==> config.mk <==
export PLATFORM = sky130hd
export DESIGN_NAME = dcc_top
export DESIGN_NICKNAME = d
export VERILOG_FILES = /design/src/logic/dcc_pkg.sv /design/src/logic/dcc_channel.sv /design/src/logic/dcc_top.sv
export SDC_FILE = /design/constraint.sdc
export NUM_CORES = 1
export LEC_CHECK = 0
export ABC_AREA = 1
export ABC_CLOCK_PERIOD_IN_PS = 1600
export BUFFER_PORTS_ARGS = -buffer_cell sky130_fd_sc_hd__buf_2
export CAP_MARGIN = 20
export CORE_MARGIN = 8
export CORE_UTILIZATION = 53
export CTS_CLUSTER_SIZE = 40
export DETAILED_ROUTE_END_ITERATION = 7
export PLACE_DENSITY = 0.86
export SKIP_CTS_REPAIR_TIMING = 1
export SYNTH_ARGS = -nofsm -noshare
export SYNTH_HDL_FRONTEND = slang
export SYNTH_SLANG_ARGS = --single-unit
==> constraint.sdc <==
create_clock -name ref_clk -period 1.6 [get_ports ref_clk]
set_clock_uncertainty 0.2 [all_clocks]
set_input_delay 0.08 -clock ref_clk [delete_from_list [all_inputs] [get_ports ref_clk]]
set_output_delay 0.08 -clock ref_clk [all_outputs]
set_load 0.05 [all_outputs]
==> src/logic/dcc_pkg.sv <==
package dcc_pkg;
  // Special-function addresses of the two control registers
  localparam logic [7:0] CMP0_CTRL_ADDR = 8'h9E;
  localparam logic [7:0] CMP1_CTRL_ADDR = 8'h9F;
  localparam logic [7:0] CTRL_RESET     = 8'h00;

  // Field positions inside each control register
  localparam int ENABLE_BIT   = 7;
  localparam int OUTPUT_BIT   = 6;
  localparam int RISE_BIT     = 5;
  localparam int FALL_BIT     = 4;
  localparam int POS_HYST_MSB = 3;
  localparam int POS_HYST_LSB = 2;
  localparam int NEG_HYST_MSB = 1;
  localparam int NEG_HYST_LSB = 0;

  // Analog settling after enable, in microseconds
  localparam int SETTLE_US     = 20;
  localparam int CLK_MHZ       = 10;
  localparam int SETTLE_CYCLES = SETTLE_US * CLK_MHZ;
endpackage : dcc_pkg

==> src/logic/dcc_channel.sv <==
// One comparator channel: synchroniser, edge flags, control storage
module dcc_channel (
  input  wire logic       ref_clk,
  input  wire logic       rst,
  input  wire logic       cmp_raw,
  input  wire logic       wr_en,
  input  wire logic [7:0] wr_data,
  output logic [7:0]      ctrl_rd,
  output logic            routed_out,
  output logic [1:0]      pos_hyst_sel,
  output logic [1:0]      neg_hyst_sel,
  output logic            settling
);
  logic       sync1_reg;
  logic       sync2_reg;
  logic       prev_reg;
  logic       enable_reg;
  logic       rise_flag_reg;
  logic       fall_flag_reg;
  logic [3:0] hyst_reg;
  logic [7:0] settle_cnt_reg;
  logic       out_state;
  logic       rise_evt;
  logic       fall_evt;

  // Two-stage synchroniser; first stage feeds only the second
  always_ff @(posedge ref_clk) begin
    if (rst) begin
      sync1_reg <= 1'b0;
      sync2_reg <= 1'b0;
    end else begin
      sync1_reg <= cmp_raw;
      sync2_reg <= sync1_reg;
    end
  end

  // Disabled comparator reads and routes low
  assign out_state = enable_reg & sync2_reg;

  // Previous output for edge detection
  always_ff @(posedge ref_clk) begin
    if (rst) begin
      prev_reg <= 1'b0;
    end else begin
      prev_reg <= out_state;
    end
  end

  // Edges only while enabled, so disable suspends events
  assign rise_evt = enable_reg & out_state & ~prev_reg;
  assign fall_evt = enable_reg & ~out_state & prev_reg;

  // Enable and hysteresis stored as written
  always_ff @(posedge ref_clk) begin
    if (rst) begin
      enable_reg <= 1'b0;
      hyst_reg   <= 4'h0;
    end else if (wr_en) begin
      enable_reg <= wr_data[dcc_pkg::ENABLE_BIT];
      hyst_reg   <= wr_data[dcc_pkg::POS_HYST_MSB:dcc_pkg::NEG_HYST_LSB];
    end
  end

  // Sticky flags; a same-cycle edge beats a software clear
  always_ff @(posedge ref_clk) begin
    if (rst) begin
      rise_flag_reg <= 1'b0;
      fall_flag_reg <= 1'b0;
    end else begin
      if (rise_evt) begin
        rise_flag_reg <= 1'b1;
      end else if (wr_en) begin
        rise_flag_reg <= wr_data[dcc_pkg::RISE_BIT];
      end
      if (fall_evt) begin
        fall_flag_reg <= 1'b1;
      end else if (wr_en) begin
        fall_flag_reg <= wr_data[dcc_pkg::FALL_BIT];
      end
    end
  end

  // Settling window hint for software after enable
  always_ff @(posedge ref_clk) begin
    if (rst) begin
      settle_cnt_reg <= 8'h00;
    end else if (wr_en && wr_data[dcc_pkg::ENABLE_BIT] && !enable_reg) begin
      settle_cnt_reg <= 8'(dcc_pkg::SETTLE_CYCLES);
    end else if (settle_cnt_reg != 8'h00) begin
      settle_cnt_reg <= settle_cnt_reg - 8'h01;
    end
  end

  assign settling     = (settle_cnt_reg != 8'h00);
  assign routed_out   = out_state;
  assign pos_hyst_sel = hyst_reg[dcc_pkg::POS_HYST_MSB:dcc_pkg::POS_HYST_LSB];
  assign neg_hyst_sel = hyst_reg[dcc_pkg::NEG_HYST_MSB:dcc_pkg::NEG_HYST_LSB];
  // Output bit comes from hardware, writes never reach it
  assign ctrl_rd = {enable_reg, out_state, rise_flag_reg, fall_flag_reg, hyst_reg};

  property p_rise_sets;
    @(posedge ref_clk) disable iff (rst) rise_evt |=> rise_flag_reg;
  endproperty
  a_rise_sets: assert property (p_rise_sets) else $error("rise flag not set");

  property p_fall_sets;
    @(posedge ref_clk) disable iff (rst) fall_evt |=> fall_flag_reg;
  endproperty
  a_fall_sets: assert property (p_fall_sets) else $error("fall flag not set");

  property p_disabled_low;
    @(posedge ref_clk) disable iff (rst) !enable_reg |-> !routed_out && !ctrl_rd[6];
  endproperty
  a_disabled_low: assert property (p_disabled_low) else $error("disabled output high");

  property p_rise_sticky;
    @(posedge ref_clk) disable iff (rst) rise_flag_reg && !wr_en |=> rise_flag_reg;
  endproperty
  a_rise_sticky: assert property (p_rise_sticky) else $error("rise flag dropped");

  property p_fall_sticky;
    @(posedge ref_clk) disable iff (rst) fall_flag_reg && !wr_en |=> fall_flag_reg;
  endproperty
  a_fall_sticky: assert property (p_fall_sticky) else $error("fall flag dropped");

  // Pin reaches the status bit two clocks later; enable is judged at that edge
  property p_out_follows;
    @(posedge ref_clk) disable iff (rst)
      cmp_raw ##1 cmp_raw ##1 enable_reg |-> ctrl_rd[dcc_pkg::OUTPUT_BIT];
  endproperty
  a_out_follows: assert property (p_out_follows) else $error("output not following");

  property p_out_low;
    @(posedge ref_clk) disable iff (rst)
      !cmp_raw |-> ##2 !ctrl_rd[dcc_pkg::OUTPUT_BIT];
  endproperty
  a_out_low: assert property (p_out_low) else $error("output high with input low");

  property p_hyst_write;
    @(posedge ref_clk) disable iff (rst)
      wr_en |=> {pos_hyst_sel, neg_hyst_sel} == $past(wr_data[3:0]);
  endproperty
  a_hyst_write: assert property (p_hyst_write) else $error("hysteresis not stored");
endmodule : dcc_channel

==> src/logic/dcc_top.sv <==
module dcc_top (
  input  wire logic       ref_clk,
  input  wire logic       rst,
  input  wire logic       sfr_wr,
  input  wire logic       sfr_rd,
  input  wire logic [7:0] sfr_addr,
  input  wire logic [7:0] sfr_wdata,
  output logic [7:0]      sfr_rdata,
  input  wire logic [1:0] cmp_raw,
  output logic [1:0]      cmp_routed,
  output logic [1:0]      cmp_enable,
  output logic [3:0]      pos_hyst_sel,
  output logic [3:0]      neg_hyst_sel,
  output logic [1:0]      rise_flag,
  output logic [1:0]      fall_flag,
  output logic [1:0]      settling
);
  logic [7:0] ctrl_rd [2];
  logic [1:0] wr_sel;
  logic [7:0] rdata_reg;

  // Address decoding shared by read and write paths
  function automatic logic [1:0] dcc_decode(input logic [7:0] addr);
    if (addr == dcc_pkg::CMP0_CTRL_ADDR) begin
      return 2'h1;
    end else if (addr == dcc_pkg::CMP1_CTRL_ADDR) begin
      return 2'h2;
    end else begin
      return 2'h0;
    end
  endfunction : dcc_decode

  assign wr_sel = sfr_wr ? dcc_decode(sfr_addr) : 2'h0;

  // One channel per comparator
  generate
    for (genvar i = 0; i < 2; i++) begin : g_ch
      dcc_channel i_dcc_channel (
        .ref_clk      (ref_clk),
        .rst          (rst),
        .cmp_raw      (cmp_raw[i]),
        .wr_en        (wr_sel[i]),
        .wr_data      (sfr_wdata),
        .ctrl_rd      (ctrl_rd[i]),
        .routed_out   (cmp_routed[i]),
        .pos_hyst_sel (pos_hyst_sel[2*i+1:2*i]),
        .neg_hyst_sel (neg_hyst_sel[2*i+1:2*i]),
        .settling     (settling[i])
      );
      assign cmp_enable[i] = ctrl_rd[i][dcc_pkg::ENABLE_BIT];
      assign rise_flag[i]  = ctrl_rd[i][dcc_pkg::RISE_BIT];
      assign fall_flag[i]  = ctrl_rd[i][dcc_pkg::FALL_BIT];
    end
  endgenerate

  // Registered read data; unmapped addresses read zero
  always_ff @(posedge ref_clk) begin
    if (rst) begin
      rdata_reg <= dcc_pkg::CTRL_RESET;
    end else if (sfr_rd) begin
      if (dcc_decode(sfr_addr) == 2'h1) begin
        rdata_reg <= ctrl_rd[0];
      end else if (dcc_decode(sfr_addr) == 2'h2) begin
        rdata_reg <= ctrl_rd[1];
      end else begin
        rdata_reg <= 8'h00;
      end
    end
  end
  assign sfr_rdata = rdata_reg;

  property p_reset_zero;
    @(posedge ref_clk) rst |=> ctrl_rd[1] == 8'h00 && ctrl_rd[0] == 8'h00;
  endproperty
  a_reset_zero: assert property (p_reset_zero) else $error("register not reset");

  property p_read0;
    @(posedge ref_clk) disable iff (rst)
      sfr_rd && sfr_addr == 8'h9E |=> sfr_rdata == $past(ctrl_rd[0]);
  endproperty
  a_read0: assert property (p_read0) else $error("read of comparator 0 wrong");

  property p_flag_write;
    @(posedge ref_clk) disable iff (rst)
      sfr_wr && sfr_addr == 8'h9F && !sfr_wdata[5] && !cmp_routed[1] && !$past(cmp_routed[1])
      ##1 !cmp_routed[1] |-> !rise_flag[1];
  endproperty
  a_flag_write: assert property (p_flag_write) else $error("rise flag clear lost");

  property p_read1;
    @(posedge ref_clk) disable iff (rst)
      sfr_rd && sfr_addr == dcc_pkg::CMP1_CTRL_ADDR |=> sfr_rdata == $past(ctrl_rd[1]);
  endproperty
  a_read1: assert property (p_read1) else $error("read of comparator 1 wrong");

  // Unmapped reads return zero so software never sees stale data
  property p_read_unmapped;
    @(posedge ref_clk) disable iff (rst)
      sfr_rd && sfr_addr != dcc_pkg::CMP0_CTRL_ADDR && sfr_addr != dcc_pkg::CMP1_CTRL_ADDR
      |=> sfr_rdata == 8'h00;
  endproperty
  a_read_unmapped: assert property (p_read_unmapped) else $error("unmapped read not zero");

  // Read data stands until the next read strobe
  property p_rdata_hold;
    @(posedge ref_clk) disable iff (rst) !sfr_rd |=> $stable(sfr_rdata);
  endproperty
  a_rdata_hold: assert property (p_rdata_hold) else $error("read data changed");

  // Writes to other addresses leave the stored fields alone
  property p_wr_unmapped;
    @(posedge ref_clk) disable iff (rst)
      sfr_wr && sfr_addr != dcc_pkg::CMP0_CTRL_ADDR && sfr_addr != dcc_pkg::CMP1_CTRL_ADDR
      |=> $stable({cmp_enable, pos_hyst_sel, neg_hyst_sel});
  endproperty
  a_wr_unmapped: assert property (p_wr_unmapped) else $error("unmapped write landed");
endmodule : dcc_top

==> metrics.csv <==
metric,value,unit
RD Place Congestion,0.9046,
HPWL after DPL,3.827,mm
"Clk pin slew, worst setup/hold paths",0.09,ns
drt initial violations,94,
Pleak,1.406,nW
worst vdd ir,0.0006642,V
Synth area leader,dfxtp_1,
Multi-input gate area,0.001067,mm²
power per cell area,1492,mW/mm²
Antenna Nets Post-Route,0,
clock group share of total power,21.9,%
Post-synth top flop,dfxtp_1,
Yosys reg bits,44,
grt total ovfl,0,
Reg power frac,33.3,%
top-area cell type share of the netlist area,40.58,%
routed vias/inst,4.977,
"Req. time, crit path",1.32,ns
total iterations of the first detailed-routing run,5,
die area,0.006400,mm²
sequential-to-total area share from yosys stat,40.58,%
via count,2180,
vias in the first global route,2019,
total I/O pin count,48,
"most used cell, CP",inv_2,
"EDFF count, synth",0,
wire per inst,12.52,µm
Skew-Pair Late Insertion Delay,0.30,ns
clk buf depth,2,
final net count,412,
RSZ-0062 raised after global routing,yes,
max reg flops,16,
cells after synthesis,327,
crit path max fanout,4,
initial antenna violation count,0,
status,completed,
relative slew slack,79.97,%
Ys Warns,0,
Max Cap Viol,0,
FF+latch area,884.6,µm²
GRT Resource Usage Total,16.44,%
row count,23,
worst-path cell chain,inv_2 > ha_4 > nand3_2 > nor2_4 > inv_2 > buf_6,
largest net degree at the start of global routing,26,
logic gate share of total power,44.8,%
HP Class,input port to flip-flop,
worst slew pin tran,0.3005,ns
most frequent cells after synthesis,"nand2_1, nor2_1, inv_1, dfxtp_1, nand3_1",
post-synth design cell area,0.002171,mm²
leading post-synthesis cells by cell area,"dfxtp_1, nand2_1, nor2_1, inv_1, nand3_1",
Switching Share,38.39,%
PnR Total Power,4.139,mW
Setup TNS,0,ns
Final min period,1.594,ns
Yosys cell types,21,
Final period util,99.64,%
global-route wire length before repair,8.583,mm
final setup violation count,0,
die height,80,µm
CTS HTree Levels,2,
CTS tree,built,
Area Overhead vs Synth,27.78,%
CP arrival,1.31,ns
"Avg Cell Area, Syn",6.639,µm²
startpoint types,flip-flop,
Core ar.,0.003971,mm²
non-filler instance count after layout,438,
CP Capture Type,output pin,
cell internal pwr,2.550,mW
layout cells sized above 1,24.48,%
CTS buffer count,5,
most numerous cell in the Yosys netlist,nand2_1,
count of final max-slew check failures,0,
Async SR Flop Fraction,0,%
CTS root buf,clkbuf_8,
Setup Crit Path Kind,flip-flop to output pin,
sw power,1.589,mW
Syn Nets,352,
PortBufs,46,
final WL,5.484,mm
Starting Density,54.66,%
Fillers,324,
fmax,627.2,MHz
Cells after DPL,410,
CP max-delay cell,dfxtp_2,
Critical Path Max Stage Delay,0.34,ns
residual DRC count,0,
Diodes inserted,0,
Fin. Hold Viols,0,
Sink Count,44,
DIE WIDTH,80,µm
## worst paths after layout
check	start	to	slack, ns	cells past startpoint
worst max-delay path	g_ch[0].i_dcc_channel.settle_cnt_reg[1]$_SDFFE_PP0P_	settling[0]	0.006	6
worst min-delay path	sfr_rd	sfr_rdata[7]$_SDFFE_PP0P_	0.009	4
worst max register to register	g_ch[1].i_dcc_channel.settle_cnt_reg[1]$_SDFFE_PP0P_	g_ch[1].i_dcc_channel.settle_cnt_reg[1]$_SDFFE_PP0P_	0.15	9
worst min register to register	g_ch[1].i_dcc_channel.sync1_reg$_SDFF_PP0_	g_ch[1].i_dcc_channel.sync2_reg$_SDFF_PP0_	0.22	2
## area by class of cell
type                       count  area share (%)
clock buffer                   6           2.977
multi-input combinational    218           38.48
timing repair buffer          70           16.46
clock inverter                 2           1.398
inverter                      48           6.540
tap                           50           2.255
sequential                    44           31.89
## power by group through the flow
stage,logic (mW),clock network [mW],registers (mW)
after floorplan,1.10,0,1.38
after global placement,1.31,0,1.36
after detailed placement,1.36,0,1.37
after CTS,1.37,0.917,1.34
after global routing,2.03,0.978,1.40
final,1.85,0.908,1.38
## cell families after synthesis
logic type	synth area share [%]
AOI/OAI and AO/OA	7.377
xor gates and xnor gates	1.211
adders and majority gates	1.729
buffers and inverters	13.49
DFF	40.58
and+or+nand+nor	35.62
## metal layers
metal	share of wire (%)	global-route usage, %
met2	53	29.59
met4	0.24	5.273
met5	0	0
met1	40	17.67
met3	6.2	5.180
## placed cells by master, fill, tap and decap left out, drive strengths merged
cell         instances
clkinv               2
buf                 58
a21oi               25
bufinv               1
inv                 47
clkbuf               6
nand4                6
nand3               29
nand2               82
nor2                61
dfxtp               44
dlygate4sd3         12
xor2                 3
o21ai                7
or2                  2
ha                   3
## worst max-delay path: cells and delay by family, from the launching register on
kind	cells	cell delay (ns)
DFF	1	0.34
buffers and inverters	3	0.30
adders and majority gates	1	0.14
and+or+nand+nor	2	0.23
## metrics by stage
stage	utilization, %	hold slack, ns	setup WS (ns)	instance area [µm²]
final	69.85	0.008654	0.005692	2774
after global routing	69.85	0.02136	-0.05610	2774
after CTS	63.04	-0.2204	-0.2630	2504
after detailed placement	59.99	0.09606	0.07829	2382
after global placement	59.99	0.08067	0.1265	2382
after floorplan	-	-0.01303	0.1501	2171
Note: power is estimated with default switching activity, not from simulation.
